$ cat src/hdl/deepc_pkg.sv
`default_nettype none
package deepc_pkg;

  ////////////////////////////////////////////////////////////////////////////
  // Register offsets
  localparam logic [15:0] CTRL_OFS = 16'h0760;
  localparam logic [15:0] ADDR_LO_OFS = 16'h0762;
  localparam logic [15:0] ADDR_HI_OFS = 16'h0764;
  localparam logic [15:0] KEY_OFS = 16'h0766;
  localparam logic [15:0] DONE_OFS = 16'h0768;

  ////////////////////////////////////////////////////////////////////////////
  // Field positions
  localparam int START_POS = 15;
  localparam int PERMIT_POS = 14;
  localparam int FAULT_POS = 13;
  localparam int DONE_POS = 0;
  localparam int OP_W = 7;

  ////////////////////////////////////////////////////////////////////////////
  // Operation codes and unlock keys
  localparam logic [6:0] OP_ERASE_BLOCK = 7'h45;
  localparam logic [6:0] OP_ERASE_WORD = 7'h44;
  localparam logic [6:0] OP_PROGRAM_WORD = 7'h04;
  localparam logic [7:0] KEY_FIRST = 8'h55;
  localparam logic [7:0] KEY_SECOND = 8'hAA;
  localparam logic [23:0] EE_BASE = 24'h7FFC00;

  ////////////////////////////////////////////////////////////////////////////
  // Timing
  localparam int CLK_PERIOD_NS = 40;
  localparam int CYCLE_TIME_MS = 2;
  localparam int NS_PER_MS = 1000000;
  localparam int OP_CYCLES_DEFAULT = (CYCLE_TIME_MS * NS_PER_MS) / CLK_PERIOD_NS;

  ////////////////////////////////////////////////////////////////////////////
  // State types
  typedef enum logic [1:0] {key_idle, key_half, key_open} deepc_key_type;

  typedef struct packed {
    logic start_bit;
    logic permit;
    logic fault;
    logic [6:0] op;
    logic [15:0] addr_lo;
    logic [7:0] addr_hi;
    logic [15:0] latch;
    deepc_key_type key;
    logic done_flag;
    logic [15:0] rdata;
    logic nv_start;
    logic [6:0] nv_op;
  } deepc_state_type;

  localparam deepc_state_type STATE_RST = '0;

endpackage
`default_nettype wire

$ cat src/hdl/deepc_timer.sv
`timescale 1ns/1ps
`default_nettype none
module deepc_timer #(
  parameter int unsigned CYCLES = 4,
  parameter int CNT_W = 3
) (
  input wire logic sys_clk,
  input wire logic arst_n,
  input wire logic start,
  input wire logic abort,
  output logic busy,
  output logic done
);

  typedef struct packed {
    logic busy;
    logic done;
    logic [CNT_W-1:0] cnt;
  } deepc_tmr_type;

  deepc_tmr_type s;
  deepc_tmr_type next_s;

  ////////////////////////////////////////////////////////////////////////////
  // Countdown
  always_comb begin
    next_s = s;
    next_s.done = 1'b0;
    if (abort) begin
      next_s = '0;
    end else if (start && !s.busy) begin
      next_s.busy = 1'b1;
      next_s.cnt = CNT_W'(CYCLES - 2);
    end else if (s.busy) begin
      if (s.cnt == '0) begin
        next_s.busy = 1'b0;
        next_s.done = 1'b1;
      end else begin
        next_s.cnt = s.cnt - 1'b1;
      end
    end
  end

  always_ff @(posedge sys_clk or negedge arst_n) begin
    if (!arst_n) begin
      s <= '0;
    end else begin
      s <= next_s;
    end
  end

  assign busy = s.busy;
  assign done = s.done;

endmodule
`default_nettype wire

$ cat src/hdl/deepc_ctrl.sv
`timescale 1ns/1ps
`default_nettype none
module deepc_ctrl #(
  parameter int unsigned OP_CYCLES = deepc_pkg::OP_CYCLES_DEFAULT
) (
  input wire logic sys_clk,
  input wire logic arst_n,
  input wire logic [15:0] reg_addr,
  input wire logic [15:0] reg_wdata,
  input wire logic reg_wr,
  input wire logic reg_rd,
  output logic [15:0] reg_rdata,
  input wire logic table_store_low_instr,
  input wire logic [23:0] table_store_addr,
  input wire logic [15:0] table_store_data,
  input wire logic warm_reset,
  output logic eeprom_done_flag,
  output logic nv_start,
  output logic [6:0] nv_op,
  output logic [23:0] nv_addr,
  output logic [15:0] nv_data,
  output logic nv_busy
);

  localparam int CNT_W = $clog2(OP_CYCLES + 1);

  if (OP_CYCLES < 2) begin
    $error("OP_CYCLES must be at least 2");
  end

  deepc_pkg::deepc_state_type s;
  deepc_pkg::deepc_state_type next_s;
  logic launch;
  logic tmr_busy;
  logic tmr_done;
  logic op_ok;
  logic ee_space;
  logic ctrl_wr;
  logic key_wr;

  ////////////////////////////////////////////////////////////////////////////
  // Cycle timer
  deepc_timer #(
    .CYCLES(OP_CYCLES),
    .CNT_W(CNT_W)
  ) u_timer (
    .sys_clk(sys_clk),
    .arst_n(arst_n),
    .start(launch),
    .abort(warm_reset),
    .busy(tmr_busy),
    .done(tmr_done)
  );

  ////////////////////////////////////////////////////////////////////////////
  // Next state
  always_comb begin
    next_s = s;
    next_s.nv_start = 1'b0;
    next_s.rdata = 16'h0000;
    ctrl_wr = reg_wr && (reg_addr == deepc_pkg::CTRL_OFS);
    key_wr = reg_wr && (reg_addr == deepc_pkg::KEY_OFS);
    op_ok = (reg_wdata[deepc_pkg::OP_W-1:0] == deepc_pkg::OP_ERASE_BLOCK) ||
            (reg_wdata[deepc_pkg::OP_W-1:0] == deepc_pkg::OP_ERASE_WORD) ||
            (reg_wdata[deepc_pkg::OP_W-1:0] == deepc_pkg::OP_PROGRAM_WORD);
    ee_space = table_store_addr >= deepc_pkg::EE_BASE;
    // Start only from an opened key, an earlier permit and an idle engine
    launch = ctrl_wr && reg_wdata[deepc_pkg::START_POS] && (s.key == deepc_pkg::key_open) &&
             s.permit && op_ok && !s.start_bit && !warm_reset;

    // Key sequencer
    if (key_wr) begin
      if (reg_wdata[7:0] == deepc_pkg::KEY_FIRST) begin
        next_s.key = deepc_pkg::key_half;
      end else if (reg_wdata[7:0] == deepc_pkg::KEY_SECOND && s.key == deepc_pkg::key_half) begin
        next_s.key = deepc_pkg::key_open;
      end else begin
        next_s.key = deepc_pkg::key_idle;
      end
    end else if (reg_wr || reg_rd) begin
      next_s.key = deepc_pkg::key_idle;
    end

    // Control writes
    if (ctrl_wr) begin
      next_s.permit = reg_wdata[deepc_pkg::PERMIT_POS];
      if (!reg_wdata[deepc_pkg::FAULT_POS]) begin
        next_s.fault = 1'b0;
      end
      if (!s.start_bit) begin
        next_s.op = reg_wdata[deepc_pkg::OP_W-1:0];
      end
    end
    if (launch) begin
      next_s.start_bit = 1'b1;
      next_s.nv_start = 1'b1;
      next_s.nv_op = reg_wdata[deepc_pkg::OP_W-1:0];
    end

    // Address registers from software while idle
    if (reg_wr && reg_addr == deepc_pkg::ADDR_LO_OFS && !s.start_bit) begin
      next_s.addr_lo = reg_wdata;
    end
    if (reg_wr && reg_addr == deepc_pkg::ADDR_HI_OFS && !s.start_bit) begin
      next_s.addr_hi = reg_wdata[7:0];
    end

    // Table write loads the latch and captures its address
    if (table_store_low_instr && ee_space && !s.start_bit) begin
      next_s.latch = table_store_data;
      next_s.addr_lo = table_store_addr[15:0];
      next_s.addr_hi = table_store_addr[23:16];
    end

    // Done flag, hardware set beats software clear
    if (reg_wr && reg_addr == deepc_pkg::DONE_OFS && reg_wdata[deepc_pkg::DONE_POS]) begin
      next_s.done_flag = 1'b0;
    end
    if (tmr_done) begin
      next_s.start_bit = 1'b0;
      next_s.done_flag = 1'b1;
    end

    // Register reads
    if (reg_rd) begin
      unique case (reg_addr)
        deepc_pkg::CTRL_OFS: begin
          next_s.rdata = {s.start_bit, s.permit, s.fault, 6'h00, s.op};
        end
        deepc_pkg::ADDR_LO_OFS: begin
          next_s.rdata = s.addr_lo;
        end
        deepc_pkg::ADDR_HI_OFS: begin
          next_s.rdata = {8'h00, s.addr_hi};
        end
        deepc_pkg::DONE_OFS: begin
          next_s.rdata = {15'h0000, s.done_flag};
        end
        default: begin
          next_s.rdata = 16'h0000;
        end
      endcase
    end

    // Warm reset aborts a cycle, keeps address and latch
    if (warm_reset) begin
      next_s.fault = s.fault || s.start_bit;
      next_s.start_bit = 1'b0;
      next_s.permit = 1'b0;
      next_s.op = 7'h00;
      next_s.key = deepc_pkg::key_idle;
      next_s.nv_start = 1'b0;
    end
  end

  always_ff @(posedge sys_clk or negedge arst_n) begin
    if (!arst_n) begin
      s <= deepc_pkg::STATE_RST;
    end else begin
      s <= next_s;
    end
  end

  ////////////////////////////////////////////////////////////////////////////
  // Outputs
  assign reg_rdata = s.rdata;
  assign eeprom_done_flag = s.done_flag;
  assign nv_start = s.nv_start;
  assign nv_op = s.nv_op;
  assign nv_addr = {s.addr_hi, s.addr_lo};
  assign nv_data = s.latch;
  assign nv_busy = s.start_bit;

  ////////////////////////////////////////////////////////////////////////////
  // Checks
  int run_len;

  always_ff @(posedge sys_clk or negedge arst_n) begin
    if (!arst_n) begin
      run_len <= 0;
    end else if (s.start_bit) begin
      run_len <= run_len + 1;
    end else begin
      run_len <= 0;
    end
  end
endmodule
`default_nettype wire

$ cat config.mk
export PLATFORM = sky130hd
export DESIGN_NAME = deepc_ctrl
export DESIGN_NICKNAME = d
export VERILOG_FILES = /design/src/hdl/deepc_pkg.sv /design/src/hdl/deepc_timer.sv /design/src/hdl/deepc_ctrl.sv
export SDC_FILE = /design/constraint.sdc
export NUM_CORES = 1
export LEC_CHECK = 0
export BUFFER_PORTS_ARGS = -buffer_cell sky130_fd_sc_hd__buf_2
export CAP_MARGIN = 10
export CORE_MARGIN = 2
export CORE_UTILIZATION = 50
export DETAILED_ROUTE_END_ITERATION = 7
export GPL_TIMING_DRIVEN = 0
export PLACE_DENSITY_LB_ADDON = 0.05
export SYNTH_ARGS = -nofsm -noshare
export SYNTH_HDL_FRONTEND = slang
export SYNTH_SLANG_ARGS = --single-unit
$ cat constraint.sdc
create_clock -name sys_clk -period 2.25 [get_ports sys_clk]
set_input_delay 0.1125 -clock sys_clk [delete_from_list [all_inputs] [get_ports sys_clk]]
set_output_delay 0.1125 -clock sys_clk [all_outputs]
set_load 0.05 [all_outputs]
==> flow_summary.html, run 1 <==
<table>
<tr><th>Metric</th><th>Value</th></tr>
<tr><th colspan="2">Routing</th></tr>
<tr><td>Ratio of routed vias to standard cells</td><td>5.24</td></tr>
<tr><td>Count of routing violations after the opening detailed-route iteration</td><td>190</td></tr>
<tr><td>Number of antenna-violating nets in the routed design</td><td>0</td></tr>
<tr><td>Remaining design rule violation count</td><td>0</td></tr>
<tr><td>WL/cell</td><td>16.3 um</td></tr>
<tr><td>Vias post-DR</td><td>4100</td></tr>
<tr><td>Drt first pass iters</td><td>5</td></tr>
<tr><td>Final WL</td><td>12700 um</td></tr>
<tr><th colspan="2">Final layout</th></tr>
<tr><td>Number of nets in the finished design</td><td>723</td></tr>
<tr><td>Fraction of final layout cells with drive strength greater than 1</td><td>42.1%</td></tr>
<tr><td>Antenna Cells</td><td>0</td></tr>
<tr><td>Post-Layout Cell Count</td><td>782</td></tr>
<tr><td>Multi-input gate area</td><td>1990 sq um</td></tr>
<tr><td>Fill cell count</td><td>843</td></tr>
<tr><td>Layout overhead on the synthesized area</td><td>29.2%</td></tr>
<tr><td>Final core occ</td><td>65.9%</td></tr>
<tr><td>Combined flip-flop and latch cell area</td><td>2380 sq um</td></tr>
<tr><th colspan="2">Global route</th></tr>
<tr><td>Antenna violations before repair</td><td>0</td></tr>
<tr><td>Global routing usage summed across all routing layers</td><td>24.2%</td></tr>
<tr><td>Via count of the first global-routing pass</td><td>3914</td></tr>
<tr><td>Maximum number of pins on one net before global-route repair</td><td>50</td></tr>
<tr><td>First-pass GRT wire length</td><td>19700 um</td></tr>
<tr><td>Leftover overflow at the end of global routing</td><td>0</td></tr>
<tr><th colspan="2">Power</th></tr>
<tr><td>IR drop worst, VDD</td><td>0.414 mV</td></tr>
<tr><td>Leak</td><td>3.36 nW</td></tr>
<tr><td>Pwr Density</td><td>628 nW/um^2</td></tr>
<tr><th colspan="2">Timing</th></tr>
<tr><td>Max-slew headroom at the worst pin</td><td>58.5%</td></tr>
<tr><td>Highest clock rate</td><td>0.470 GHz</td></tr>
<tr><td>Slew Limit Fails</td><td>0</td></tr>
<tr><td>Setup repair after global routing missed its margin</td><td>no</td></tr>
<tr><td>Final Cycle Share</td><td>94.6%</td></tr>
<tr><td>Clock Skew</td><td>0.0185 ns</td></tr>
<tr><td>Period minus WS final</td><td>2.13 ns</td></tr>
<tr><td>Transition time at the pin with the least slew margin</td><td>0.619 ns</td></tr>
<tr><td>Final-report setup violation count</td><td>0</td></tr>
<tr><td>Hold Fails Final Rpt</td><td>0</td></tr>
<tr><th colspan="2">Setup path</th></tr>
<tr><td>CP cell instances</td><td>buf_4, or4_1, nor4_2, xor2_1, a22o_1, a31o_2</td></tr>
<tr><td>Data required time at the worst endpoint</td><td>2.51 ns</td></tr>
<tr><td>WS Path Type</td><td>register to register</td></tr>
<tr><td>CP max FO</td><td>5</td></tr>
<tr><td>Worst setup SP type</td><td>register</td></tr>
<tr><td>Endpoint class of the critical path</td><td>register</td></tr>
<tr><td>Cell at the slowest stage of the critical path</td><td>sky130_fd_sc_hd__or4_1</td></tr>
<tr><td>Largest incremental delay on the critical path</td><td>0.66 ns</td></tr>
<tr><td>Data arrival time of the worst path</td><td>2.39 ns</td></tr>
<tr><th colspan="2">Clocking</th></tr>
<tr><td>Number of buffers created by CTS</td><td>9</td></tr>
<tr><td>Maximum clock path buffer count</td><td>2</td></tr>
<tr><td>H-tree level count</td><td>3</td></tr>
<tr><td>CTS Root Buffer Type</td><td>sky130_fd_sc_hd__clkbuf_8</td></tr>
<tr><td>Clock edge transition at the registers on the reported setup and hold paths</td><td>0.09 ns</td></tr>
<tr><td>Clock latency at the later pin of the worst-skew pair</td><td>0.37 ns</td></tr>
<tr><td>Clk sink count</td><td>95</td></tr>
<tr><td>TritonCTS clock tree</td><td>yes</td></tr>
<tr><th colspan="2">Floorplanning</th></tr>
<tr><td>CORE AREA</td><td>9640 sq um</td></tr>
<tr><td>Vertical die dimension</td><td>103 um</td></tr>
<tr><td># IOs</td><td>144</td></tr>
<tr><td>Effective utilization at floorplan</td><td>51.0%</td></tr>
<tr><td>Die X</td><td>103 um</td></tr>
<tr><td>Standard-cell rows</td><td>36</td></tr>
<tr><td>Die ar.</td><td>10600 sq um</td></tr>
<tr><th colspan="2">Synthesis</th></tr>
<tr><td>Count of unique library cells instantiated by Yosys</td><td>62</td></tr>
<tr><td>Mean area per synthesized cell</td><td>10.7 sq um</td></tr>
<tr><td>Ys flop type</td><td>sky130_fd_sc_hd__dfrtp_1</td></tr>
<tr><td>Area share of the largest cell type after synthesis</td><td>48.3%</td></tr>
<tr><td>Synth top cells by count</td><td>95 x sky130_fd_sc_hd__dfrtp_1, 66 x sky130_fd_sc_hd__buf_4, 55 x sky130_fd_sc_hd__nor2_1</td></tr>
<tr><td>Dominant cell type by area after synthesis</td><td>sky130_fd_sc_hd__dfrtp_1</td></tr>
<tr><td>Post-synth EDFFs</td><td>0</td></tr>
<tr><td>Share of flip-flops with an asynchronous set or reset after synthesis</td><td>100%</td></tr>
<tr><td>Most repeated cell in the gate-level netlist after synthesis</td><td>sky130_fd_sc_hd__dfrtp_1</td></tr>
<tr><td>Number of nets produced by synthesis</td><td>539</td></tr>
<tr><td>Instance count of the mapped netlist</td><td>460</td></tr>
<tr><td>Largest cells by area after synthesis</td><td>sky130_fd_sc_hd__dfrtp_1 48%, sky130_fd_sc_hd__buf_4 10%, sky130_fd_sc_hd__mux2i_1 6.1%</td></tr>
<tr><td>Netlist area before placement</td><td>4920 sq um</td></tr>
<tr><td>Number of register bits inferred by synthesis</td><td>95</td></tr>
<tr><td>Sequential fraction of the synthesis area</td><td>48.3%</td></tr>
<tr><td>Synth warnings</td><td>0</td></tr>
<tr><th colspan="2">Run</th></tr>
<tr><td>Reported max-cap violation count</td><td>0</td></tr>
<tr><th colspan="2">Placed design</th></tr>
<tr><td>Final HPWL DP</td><td>9020 um</td></tr>
<tr><td>Placer Congestion</td><td>0.893</td></tr>
<tr><td>Number of port buffers</td><td>142</td></tr>
<tr><td>Number of placed cells counting well taps</td><td>736</td></tr>
<tr><th colspan="2">Status</th></tr>
<tr><td>Run status</td><td>finished clean</td></tr>
<tr><th colspan="2">Worst hold path</th></tr>
<tr><td>Worst min-delay path category</td><td>input pin to register</td></tr>
</table>
==> per-layer routing <==
metal / wire length, um / track usage, %
met4: 165 / 8.40
met5: 0 / 0
met2: 6160 / 39.1
met1: 5670 / 33.6
met3: 712 / 3.56
==> critical path: cells and delay by family (launching register included) <==
kind	cells	cell delay [ns]
AOI/OAI and AO/OA	2	0.42
xor gates and xnor gates	1	0.11
buffers and inverters	1	0.14
DFF	1	0.41
and+or+nand+nor	2	0.95
==> cells in the final DEF (no fill, tap or decap), types with 3 or more instances in the layout <==
| master | count |
|---|---|
| sky130_fd_sc_hd__nand4_1 | 12 |
| sky130_fd_sc_hd__dfrtp_1 | 95 |
| sky130_fd_sc_hd__clkbuf_1 | 9 |
| sky130_fd_sc_hd__buf_4 | 70 |
| sky130_fd_sc_hd__o21ai_0 | 4 |
| sky130_fd_sc_hd__buf_2 | 146 |
| sky130_fd_sc_hd__a22oi_1 | 5 |
| sky130_fd_sc_hd__nor2b_1 | 14 |
| sky130_fd_sc_hd__a311oi_1 | 3 |
| sky130_fd_sc_hd__nand2_1 | 13 |
| sky130_fd_sc_hd__nand3_1 | 10 |
| sky130_fd_sc_hd__nand4b_1 | 3 |
| sky130_fd_sc_hd__clkbuf_8 | 9 |
| sky130_fd_sc_hd__dlygate4sd3_1 | 27 |
| sky130_fd_sc_hd__mux2i_1 | 30 |
| sky130_fd_sc_hd__nor4_1 | 6 |
| sky130_fd_sc_hd__a21oi_1 | 28 |
| sky130_fd_sc_hd__xor2_1 | 8 |
| sky130_fd_sc_hd__inv_1 | 5 |
| sky130_fd_sc_hd__nor3_1 | 6 |
| sky130_fd_sc_hd__and3_1 | 6 |
| sky130_fd_sc_hd__nor2_1 | 54 |
| sky130_fd_sc_hd__a222oi_1 | 7 |
| sky130_fd_sc_hd__mux2_2 | 16 |
| sky130_fd_sc_hd__or3_1 | 3 |
==> through the flow <==
step                      instance area, sq um  power [W]  TNS (ns)  setup slack, ns  hold slack [ns]
after floorplan                           4920    0.00255         0            0.295           -0.183
after global placement                    5790    0.00280     -2.40           -0.172            0.344
after detailed placement                  5820    0.00282     -2.50           -0.177            0.171
after CTS                                 6300    0.00402         0           0.0743         0.000739
after global routing                      6350    0.00416         0           0.0243           0.0219
final                                     6350    0.00399         0            0.122          0.00787
==> where the power goes <==
| group | switching (W) | total [W] | internal (W) |
|---|---|---|---|
| sequential | 0.0000656 | 0.00187 | 0.00180 |
| clock | 0.000639 | 0.00117 | 0.000532 |
| combinational | 0.000596 | 0.000950 | 0.000355 |
==> cell families after synthesis <==
kind of cell / count (synthesis) / share of synthesized area (%)
and+or+nand+nor: 155 / 18.2
DFF: 95 / 48.3
AOI/OAI and AO/OA: 65 / 9.52
muxes: 48 / 10.2
xor gates and xnor gates: 9 / 1.60
buffers and inverters: 87 / 11.8
adders and majority gates: 1 / 0.254
==> state kept, by name (all words and copies together), names as in the netlist <==
signal	cells
nv_op	7
nv_start	1
s	11
u_timer.s	16
u_timer.done	1
nv_data	16
reg_rdata	16
nv_busy	1
nv_addr	24
eeprom_done_flag	1
u_timer.busy	1
==> final timing paths <==
| check | start | end | slack [ns] | depth (start not counted) |
|---|---|---|---|---|
| setup reg to reg | u_timer.s[0]$_DFFE_PN0P_ | u_timer.s[9]$_DFFE_PN0P_ | 0.12 | 6 |
| setup / recovery | u_timer.s[0]$_DFFE_PN0P_ | u_timer.s[9]$_DFFE_PN0P_ | 0.12 | 6 |
| max in group asynchronous | arst_n | nv_busy$_DFFE_PN0P_ | 1.29 | 3 |
| min in group asynchronous | arst_n | reg_rdata[2]$_DFF_PN0_ | 0.29 | 2 |
| hold reg to reg | u_timer.done$_DFF_PN0_ | nv_busy$_DFFE_PN0P_ | 0.44 | 1 |
| hold / removal | table_store_addr[0] | nv_addr[0]$_DFFE_PN0P_ | 0.008 | 3 |
==> final cells by class <==
class | instances | area share (%)
sequential | 95 | 37.4
clock buffer | 10 | 2.01
timing repair buffer | 173 | 16.3
tap | 133 | 2.62
buffer | 81 | 8.80
clock inverter | 6 | 1.18
multi-input combinational | 278 | 31.3
inverter | 6 | 0.355
==> what timing repair did <==
item,in CTS,in global routing
endpoints found under the setup margin,20,21
hold buffers,27,0
resized for setup,1,7
endpoints found under the hold margin,72,0
pin swaps,0,2
buffers inserted,0,3
Note: power is estimated with default switching activity, not from simulation.
==> run 2: changes to the inputs <==
--- a/config.mk
+++ b/config.mk
@@ -9,9 +9,11 @@
 export CAP_MARGIN = 10
 export CORE_MARGIN = 2
 export CORE_UTILIZATION = 50
+export CTS_CLUSTER_DIAMETER = 120
 export DETAILED_ROUTE_END_ITERATION = 7
 export GPL_TIMING_DRIVEN = 0
 export PLACE_DENSITY_LB_ADDON = 0.05
 export SYNTH_ARGS = -nofsm -noshare
 export SYNTH_HDL_FRONTEND = slang
+export SYNTH_HIERARCHICAL = 1
 export SYNTH_SLANG_ARGS = --single-unit
==> flow_summary.html, run 2 <==
<table>
<tr><th>Metric</th><th>Value</th></tr>
<tr><th colspan="2">Status</th></tr>
<tr><td>Run status</td><td>finished clean</td></tr>
<tr><th colspan="2">Synthesis</th></tr>
<tr><td>Synth top cells by count</td><td>95 x sky130_fd_sc_hd__dfrtp_1, 64 x sky130_fd_sc_hd__buf_4, 50 x sky130_fd_sc_hd__nand2_1</td></tr>
<tr><td>Number of register bits inferred by synthesis</td><td>95</td></tr>
<tr><td>Instance count of the mapped netlist</td><td>503</td></tr>
<tr><td>Area share of the largest cell type after synthesis</td><td>47.1%</td></tr>
<tr><td>Largest cells by area after synthesis</td><td>sky130_fd_sc_hd__dfrtp_1 47%, sky130_fd_sc_hd__buf_4 9.5%, sky130_fd_sc_hd__mux2_1 4.0%</td></tr>
<tr><td>Most repeated cell in the gate-level netlist after synthesis</td><td>sky130_fd_sc_hd__dfrtp_1</td></tr>
<tr><td>Mean area per synthesized cell</td><td>10.0 sq um</td></tr>
<tr><td>Number of nets produced by synthesis</td><td>583</td></tr>
<tr><td>Dominant cell type by area after synthesis</td><td>sky130_fd_sc_hd__dfrtp_1</td></tr>
<tr><td>Netlist area before placement</td><td>5050 sq um</td></tr>
<tr><td>Share of flip-flops with an asynchronous set or reset after synthesis</td><td>100%</td></tr>
<tr><td>Ys flop type</td><td>sky130_fd_sc_hd__dfrtp_1</td></tr>
<tr><td>Post-synth EDFFs</td><td>0</td></tr>
<tr><td>Count of unique library cells instantiated by Yosys</td><td>64</td></tr>
<tr><td>Synth warnings</td><td>6</td></tr>
<tr><td>Sequential fraction of the synthesis area</td><td>47.1%</td></tr>
<tr><th colspan="2">Final layout</th></tr>
<tr><td>Leading cell type in the layout, fill and taps excluded</td><td>sky130_fd_sc_hd__buf_2</td></tr>
<tr><td>Max FFs per register</td><td>24</td></tr>
<tr><td>Antenna Cells</td><td>0</td></tr>
<tr><td>Most frequent cells in the layout</td><td>146 x sky130_fd_sc_hd__buf_2, 94 x sky130_fd_sc_hd__dfrtp_1, 71 x sky130_fd_sc_hd__buf_4</td></tr>
<tr><td>Post-Layout Cell Count</td><td>827</td></tr>
<tr><td>Layout overhead on the synthesized area</td><td>28.9%</td></tr>
<tr><td>Combined flip-flop and latch cell area</td><td>2380 sq um</td></tr>
<tr><td>Fraction of final layout cells with drive strength greater than 1</td><td>37.0%</td></tr>
<tr><td>Multi-input gate area</td><td>2100 sq um</td></tr>
<tr><td>Fill cell count</td><td>788</td></tr>
<tr><td>Number of nets in the finished design</td><td>769</td></tr>
<tr><th colspan="2">Floorplanning</th></tr>
<tr><td># IOs</td><td>144</td></tr>
<tr><td>Die X</td><td>104 um</td></tr>
<tr><td>Standard-cell rows</td><td>36</td></tr>
<tr><td>CORE AREA</td><td>9770 sq um</td></tr>
<tr><td>Die ar.</td><td>10900 sq um</td></tr>
<tr><td>Vertical die dimension</td><td>104 um</td></tr>
<tr><td>Effective utilization at floorplan</td><td>51.7%</td></tr>
<tr><th colspan="2">Global route</th></tr>
<tr><td>First-pass GRT wire length</td><td>22500 um</td></tr>
<tr><td>Leftover overflow at the end of global routing</td><td>0</td></tr>
<tr><td>Via count of the first global-routing pass</td><td>4444</td></tr>
<tr><td>Antenna violations before repair</td><td>0</td></tr>
<tr><td>Maximum number of pins on one net before global-route repair</td><td>64</td></tr>
<tr><td>Global routing usage summed across all routing layers</td><td>26.1%</td></tr>
<tr><th colspan="2">Placed design</th></tr>
<tr><td>Number of placed cells counting well taps</td><td>780</td></tr>
<tr><td>Placement-stage worst setup slack</td><td>-0.245 ns</td></tr>
<tr><td>Placer Congestion</td><td>0.883</td></tr>
<tr><td>Final HPWL DP</td><td>10100 um</td></tr>
<tr><td>Number of port buffers</td><td>143</td></tr>
<tr><th colspan="2">Setup path</th></tr>
<tr><td>Endpoint class of the critical path</td><td>register</td></tr>
<tr><td>Worst Reg-to-Reg Cells</td><td>5</td></tr>
<tr><td>Worst setup SP type</td><td>register</td></tr>
<tr><td>Data required time at the worst endpoint</td><td>2.48 ns</td></tr>
<tr><td>WS Path Type</td><td>register to register</td></tr>
<tr><td>Data arrival time of the worst path</td><td>2.34 ns</td></tr>
<tr><td>CP max FO</td><td>10</td></tr>
<tr><th colspan="2">Timing</th></tr>
<tr><td>Final-report setup violation count</td><td>0</td></tr>
<tr><td>Slew Limit Fails</td><td>0</td></tr>
<tr><td>Final Cycle Share</td><td>93.8%</td></tr>
<tr><td>Clock Skew</td><td>0.0106 ns</td></tr>
<tr><td>Hold Fails Final Rpt</td><td>0</td></tr>
<tr><td>Worst Setup Slack, final</td><td>0.139 ns</td></tr>
<tr><td>Max-slew headroom at the worst pin</td><td>58.8%</td></tr>
<tr><td>Total Negative Setup Slacks</td><td>0 ns</td></tr>
<tr><td>Transition time at the pin with the least slew margin</td><td>0.618 ns</td></tr>
<tr><td>Highest clock rate</td><td>0.474 GHz</td></tr>
<tr><td>Final hold slack</td><td>0.00678 ns</td></tr>
<tr><td>Period minus WS final</td><td>2.11 ns</td></tr>
<tr><td>Setup repair after global routing missed its margin</td><td>no</td></tr>
<tr><th colspan="2">Power</th></tr>
<tr><td>Net Sw Frac</td><td>31.0%</td></tr>
<tr><td>Clk network pwr share</td><td>31.4%</td></tr>
<tr><td>Sequential power share</td><td>45.7%</td></tr>
<tr><td>Pwr Density</td><td>630 nW/um^2</td></tr>
<tr><td>Design internal power</td><td>0.00283 W</td></tr>
<tr><td>Combinational cell fraction of total power</td><td>23.0%</td></tr>
<tr><td>Leak</td><td>3.30 nW</td></tr>
<tr><td>IR drop worst, VDD</td><td>0.360 mV</td></tr>
<tr><td>Power spent charging and discharging nets</td><td>0.00127 W</td></tr>
<tr><th colspan="2">Routing</th></tr>
<tr><td>Final WL</td><td>14000 um</td></tr>
<tr><td>Drt first pass iters</td><td>4</td></tr>
<tr><td>Vias post-DR</td><td>4520</td></tr>
<tr><td>Remaining design rule violation count</td><td>0</td></tr>
<tr><td>Number of antenna-violating nets in the routed design</td><td>0</td></tr>
<tr><td>WL/cell</td><td>16.9 um</td></tr>
<tr><td>Ratio of routed vias to standard cells</td><td>5.47</td></tr>
<tr><td>Count of routing violations after the opening detailed-route iteration</td><td>264</td></tr>
<tr><th colspan="2">Clocking</th></tr>
<tr><td>Number of buffers created by CTS</td><td>9</td></tr>
<tr><td>CTS Root Buffer Type</td><td>sky130_fd_sc_hd__clkbuf_8</td></tr>
<tr><td>H-tree level count</td><td>3</td></tr>
<tr><td>Maximum clock path buffer count</td><td>2</td></tr>
<tr><td>Clock latency at the later pin of the worst-skew pair</td><td>0.37 ns</td></tr>
<tr><td>Clock edge transition at the registers on the reported setup and hold paths</td><td>0.09 ns</td></tr>
<tr><td>TritonCTS clock tree</td><td>yes</td></tr>
<tr><td>Clk sink count</td><td>95</td></tr>
<tr><th colspan="2">Worst hold path</th></tr>
<tr><td>WHS Path Cells</td><td>3</td></tr>
<tr><td>Worst min-delay path category</td><td>input pin to register</td></tr>
<tr><th colspan="2">Run</th></tr>
<tr><td>Reported max-cap violation count</td><td>0</td></tr>
</table>
==> run 2: cell count changes after synthesis, sizes merged, moves of 5 or more <==
cell    change
nand2      +37
a31oi      +20
mux2i      -16
xor2        -8
a222oi      -7
o211ai      +7
a21oi       -6
clkbuf      +5
nor2b       -5
==> run 2: kinds of logic after synthesis <==
logic type | after synthesis | synth area share (%)
adders and majority gates | 2 | 0.495
AOI/OAI and AO/OA | 85 | 11.6
DFF | 95 | 47.1
and+or+nand+nor | 194 | 21.8
buffers and inverters | 93 | 11.9
muxes | 32 | 6.79
xor gates and xnor gates | 2 | 0.347
==> run 2: critical path: stages (launching register included) <==
cell and delay (ns):
sky130_fd_sc_hd__dfrtp_2 0.52, sky130_fd_sc_hd__and3b_1 0.22, sky130_fd_sc_hd__nor2_1 0.21, sky130_fd_sc_hd__clkbuf_1 0.50, sky130_fd_sc_hd__clkbuf_2 0.40, sky130_fd_sc_hd__a31oi_1 0.13
==> run 2: per-stage QoR <==
stage	total power (W)	cell area (sq um)	utilization [%]
after floorplan	0.00254	5050	-
after global placement	0.00279	5930	60.7
after detailed placement	0.00282	5960	61.0
after CTS	0.00412	6450	66.0
after global routing	0.00426	6510	66.6
final	0.00410	6510	66.6
==> run 2: power by group through the flow <==
| stage | sequential [W] | clock (W) | combinational [W] |
|---|---|---|---|
| after floorplan | 0.00188 | 0 | 0.000651 |
| after global placement | 0.00190 | 0 | 0.000886 |
| after detailed placement | 0.00191 | 0 | 0.000906 |
| after CTS | 0.00187 | 0.00130 | 0.000943 |
| after global routing | 0.00189 | 0.00137 | 0.00100 |
| final | 0.00187 | 0.00129 | 0.000942 |
==> run 2: repair_timing <==
item                                    4_1_cts  5_1_grt
buffers inserted                              0        6
endpoints found under the setup margin       27        3
resized for setup                             6        2
hold endpoints to repair                     56        0
pin swaps                                     1        3
hold buffers                                 25        0
==> run 2: final timing paths <==
| check | startpoint | endpoint | slack (ns) |
|---|---|---|---|
| max | nv_busy$_DFFE_PN0P_ | nv_addr[13]$_DFFE_PN0P_ | 0.14 |
| min | table_store_addr[6] | nv_addr[6]$_DFFE_PN0P_ | 0.007 |
| max reg2reg | nv_busy$_DFFE_PN0P_ | nv_addr[13]$_DFFE_PN0P_ | 0.14 |
| min reg2reg | u_timer/done$_DFF_PN0_ | nv_busy$_DFFE_PN0P_ | 0.41 |
| max in group asynchronous | arst_n | reg_rdata[3]$_DFF_PN0_ | 1.36 |
| min in group asynchronous | arst_n | nv_data[11]$_DFFE_PN0P_ | 0.24 |
==> run 2: layout make-up <==
type / instances / share of cell area [%]
timing repair buffer: 175 / 16.0
tap: 133 / 2.56
clock buffer: 13 / 2.44
multi-input combinational: 315 / 32.2
buffer: 83 / 8.70
clock inverter: 3 / 0.999
inverter: 10 / 0.576
sequential: 95 / 36.5
==> run 2: metal layers <==
metal,up-vias,global-route usage [%],part of all wire (%)
met3,30,4.51,8.1
met4,0,11.6,2.3
met1,2161,34.7,42
met2,219,41.7,48
met5,-,0,0
li1,2110,-,-
==> run 3: changes to the inputs <==
--- a/config.mk
+++ b/config.mk
@@ -7,6 +7,7 @@
 export LEC_CHECK = 0
 export BUFFER_PORTS_ARGS = -buffer_cell sky130_fd_sc_hd__buf_2
 export CAP_MARGIN = 10
+export CORE_ASPECT_RATIO = 1.25
 export CORE_MARGIN = 2
 export CORE_UTILIZATION = 50
 export CTS_CLUSTER_DIAMETER = 120
==> flow_summary.html, run 3 (same netlist as run 2, synthesis figures left out) <==
<table>
<tr><th>Metric</th><th>Value</th></tr>
<tr><th colspan="2">Routing</th></tr>
<tr><td>Number of antenna-violating nets in the routed design</td><td>0</td></tr>
<tr><td>Count of routing violations after the opening detailed-route iteration</td><td>193</td></tr>
<tr><td>DR WL met3</td><td>713 um</td></tr>
<tr><td>Remaining design rule violation count</td><td>0</td></tr>
<tr><td>WL/cell</td><td>17.3 um</td></tr>
<tr><td>Vias post-DR</td><td>4386</td></tr>
<tr><td>Final WL</td><td>14000 um</td></tr>
<tr><td>Top layer used by detailed routing</td><td>met4</td></tr>
<tr><td>Ratio of routed vias to standard cells</td><td>5.41</td></tr>
<tr><td>Routed metal-1 wirelength</td><td>5530 um</td></tr>
<tr><td>Drt first pass iters</td><td>5</td></tr>
<tr><td>Met2 Wirelength</td><td>7430 um</td></tr>
<tr><th colspan="2">Clocking</th></tr>
<tr><td>TritonCTS clock tree</td><td>yes</td></tr>
<tr><td>Maximum clock path buffer count</td><td>2</td></tr>
<tr><td>Number of buffers created by CTS</td><td>9</td></tr>
<tr><td>Clock latency at the later pin of the worst-skew pair</td><td>0.34 ns</td></tr>
<tr><td>CTS Root Buffer Type</td><td>sky130_fd_sc_hd__clkbuf_16</td></tr>
<tr><td>Clock edge transition at the registers on the reported setup and hold paths</td><td>0.06 ns</td></tr>
<tr><td>Clk sink count</td><td>95</td></tr>
<tr><td>H-tree level count</td><td>3</td></tr>
<tr><th colspan="2">Final layout</th></tr>
<tr><td>Layout overhead on the synthesized area</td><td>27.9%</td></tr>
<tr><td>Final core occ</td><td>64.9%</td></tr>
<tr><td>Leading cell type in the layout, fill and taps excluded</td><td>sky130_fd_sc_hd__buf_2</td></tr>
<tr><td>Max FFs per register</td><td>24</td></tr>
<tr><td>Most frequent cells in the layout</td><td>146 x sky130_fd_sc_hd__buf_2, 95 x sky130_fd_sc_hd__dfrtp_1, 67 x sky130_fd_sc_hd__buf_4</td></tr>
<tr><td>Number of nets in the finished design</td><td>756</td></tr>
<tr><td>Fill cell count</td><td>868</td></tr>
<tr><td>Fraction of final layout cells with drive strength greater than 1</td><td>37.0%</td></tr>
<tr><th colspan="2">Power</th></tr>
<tr><td>Pwr Density</td><td>664 nW/um^2</td></tr>
<tr><td>Total power after layout</td><td>0.00429 W</td></tr>
<tr><td>IR drop worst, VDD</td><td>0.461 mV</td></tr>
<tr><td>Leak</td><td>3.27 nW</td></tr>
<tr><th colspan="2">Setup path</th></tr>
<tr><td>Cell at the slowest stage of the critical path</td><td>sky130_fd_sc_hd__dfrtp_1</td></tr>
<tr><td>R2R Setup Slk</td><td>0.12 ns</td></tr>
<tr><td>WS Path Type</td><td>register to register</td></tr>
<tr><td>Endpoint class of the critical path</td><td>register</td></tr>
<tr><td>Data required time at the worst endpoint</td><td>2.44 ns</td></tr>
<tr><td>Category of cells accounting for the largest share of critical-path delay</td><td>buffers and inverters</td></tr>
<tr><td>Worst setup SP type</td><td>register</td></tr>
<tr><td>Data arrival time of the worst path</td><td>2.32 ns</td></tr>
<tr><td>Reg-to-reg critical path endpoint</td><td>nv_addr[13]$_DFFE_PN0P_</td></tr>
<tr><td>Worst flop-to-flop path startpoint</td><td>nv_busy$_DFFE_PN0P_</td></tr>
<tr><td>Buffers plus inverters on the worst setup path</td><td>2</td></tr>
<tr><td>Largest incremental delay on the critical path</td><td>0.59 ns</td></tr>
<tr><td>CP max FO</td><td>10</td></tr>
<tr><td>CP cell instances</td><td>and3b_1, nor2_1, clkbuf_2, clkbuf_1, a31oi_1</td></tr>
<tr><td>Worst Reg-to-Reg Cells</td><td>5</td></tr>
<tr><th colspan="2">Placed design</th></tr>
<tr><td>Placer Congestion</td><td>0.898</td></tr>
<tr><td>Final HPWL DP</td><td>10300 um</td></tr>
<tr><td>Number of port buffers</td><td>143</td></tr>
<tr><th colspan="2">Floorplanning</th></tr>
<tr><td>Standard-cell rows</td><td>41</td></tr>
<tr><td># IOs</td><td>144</td></tr>
<tr><td>CORE AREA</td><td>9950 sq um</td></tr>
<tr><td>Effective utilization at floorplan</td><td>50.7%</td></tr>
<tr><td>Die ar.</td><td>10900 sq um</td></tr>
<tr><td>Vertical die dimension</td><td>116 um</td></tr>
<tr><td>Die X</td><td>93.9 um</td></tr>
<tr><th colspan="2">Worst hold path</th></tr>
<tr><td>Worst Hold End</td><td>s[74]$_DFFE_PN0P_</td></tr>
<tr><td>Worst min-delay path category</td><td>input pin to register</td></tr>
<tr><td>Startpoint of the lowest-slack hold path</td><td>reg_wdata[13]</td></tr>
<tr><td>WHS Path Cells</td><td>3</td></tr>
<tr><th colspan="2">Timing</th></tr>
<tr><td>Highest clock rate</td><td>0.470 GHz</td></tr>
<tr><td>Max-slew headroom at the worst pin</td><td>60.5%</td></tr>
<tr><td>Total Negative Setup Slacks</td><td>0 ns</td></tr>
<tr><td>Transition time at the pin with the least slew margin</td><td>0.593 ns</td></tr>
<tr><td>Final Cycle Share</td><td>94.6%</td></tr>
<tr><td>Hold Fails Final Rpt</td><td>0</td></tr>
<tr><td>Slew Limit Fails</td><td>0</td></tr>
<tr><td>Period minus WS final</td><td>2.13 ns</td></tr>
<tr><td>Clock Skew</td><td>0.00349 ns</td></tr>
<tr><td>Final-report setup violation count</td><td>0</td></tr>
<tr><th colspan="2">Global route</th></tr>
<tr><td>Leftover overflow at the end of global routing</td><td>0</td></tr>
<tr><td>Global routing usage summed across all routing layers</td><td>26.0%</td></tr>
<tr><td>Antenna violations before repair</td><td>2</td></tr>
<tr><td>First-pass GRT wire length</td><td>21600 um</td></tr>
<tr><td>Maximum number of pins on one net before global-route repair</td><td>66</td></tr>
<tr><td>Via count of the first global-routing pass</td><td>4077</td></tr>
<tr><th colspan="2">Run</th></tr>
<tr><td>Reported max-cap violation count</td><td>0</td></tr>
<tr><th colspan="2">Status</th></tr>
<tr><td>Run status</td><td>finished clean</td></tr>
</table>
==> run 3: changes by cell type in the layout (fill, tap and decap cells not counted), sizes merged <==
| cell | previous run | this run |
|---|---|---|
| bufinv | 2 | 1 |
| buf | 220 | 216 |
| clkinv | 2 | 1 |
| diode | 0 | 2 |
| dlygate4sd3 | 25 | 16 |
==> run 3: worst min-delay path: cells and delay by family <==
kind / cells / cell delay [ns]
compound gates: 1 / 0.06
buf+inv: 1 / 0.09
simple gates: 1 / 0.05
==> run 3: final cells by class <==
class | count | area (sq um) | area share [%]
flip-flops and latches | 95 | 2380 | 36.8
multi-input cells | 315 | 2110 | 32.7
repair buffers | 162 | 921 | 14.3
plain buffers | 83 | 567 | 8.78
clock buffers | 13 | 250 | 3.87
well taps | 129 | 161 | 2.50
inverters | 10 | 37.5 | 0.581
clock inverters | 1 | 30.0 | 0.465
diodes | 2 | 5.00 | 0.0775
==> run 3: worst max-delay path by stage <==
| stage | startpoint | endpoint | slack (ns) | cells after the start |
|---|---|---|---|---|
| 4_1_cts | s[25]$_DFFE_PN0P_ | u_timer/s[8]$_DFFE_PN0P_ | -0.01 | 7 |
| 3_3_place_gp | reg_addr[13] | u_timer/s[8]$_DFFE_PN0P_ | -0.23 | 9 |
| 6_report | nv_busy$_DFFE_PN0P_ | nv_addr[13]$_DFFE_PN0P_ | 0.12 | 5 |
| 3_5_place_dp | reg_addr[7] | u_timer/s[2]$_DFFE_PN0P_ | -0.26 | 9 |
| 2_1_floorplan | nv_busy$_DFFE_PN0P_ | u_timer/s[8]$_DFFE_PN0P_ | 0.13 | 7 |
| 5_1_grt | s[25]$_DFFE_PN0P_ | u_timer/s[2]$_DFFE_PN0P_ | -0.006 | 7 |
==> run 3: what timing repair did <==
item | 4_1_cts | 5_1_grt
endpoints found under the setup margin | 27 | 18
resized for setup | 3 | 7
gates cloned | 0 | 0
buffers inserted | 0 | 2
endpoints found under the hold margin | 45 | 0
pin swaps | 0 | 2
hold buffers | 16 | 0
==> run 3: per-stage QoR <==
| stage | cell area (sq um) | setup WS, ns | hold slack (ns) | std cells |
|---|---|---|---|---|
| after CTS | 6410 | -0.0119 | 0.00558 | 806 |
| after detailed placement | 5960 | -0.255 | 0.0928 | 776 |
| after floorplan | 5050 | 0.132 | -0.183 | 503 |
| final | 6460 | 0.122 | 0.00543 | 810 |
| after global placement | 5930 | -0.229 | 0.325 | 775 |
| after global routing | 6460 | -0.00585 | 0.000944 | 810 |
==> run 3: metal layers <==
| layer | track usage [%] | vias up |
|---|---|---|
| met5 | 0 | - |
| met4 | 11.0 | 0 |
| met3 | 3.42 | 19 |
| met2 | 46.8 | 142 |
| met1 | 31.4 | 2134 |
| li1 | - | 2091 |
==> run 3: power by group <==
group / internal [W] / switching [W] / total [W]
clock network: 0.000881 / 0.000601 / 0.00148
logic: 0.000331 / 0.000596 / 0.000927
registers: 0.00181 / 0.0000729 / 0.00188
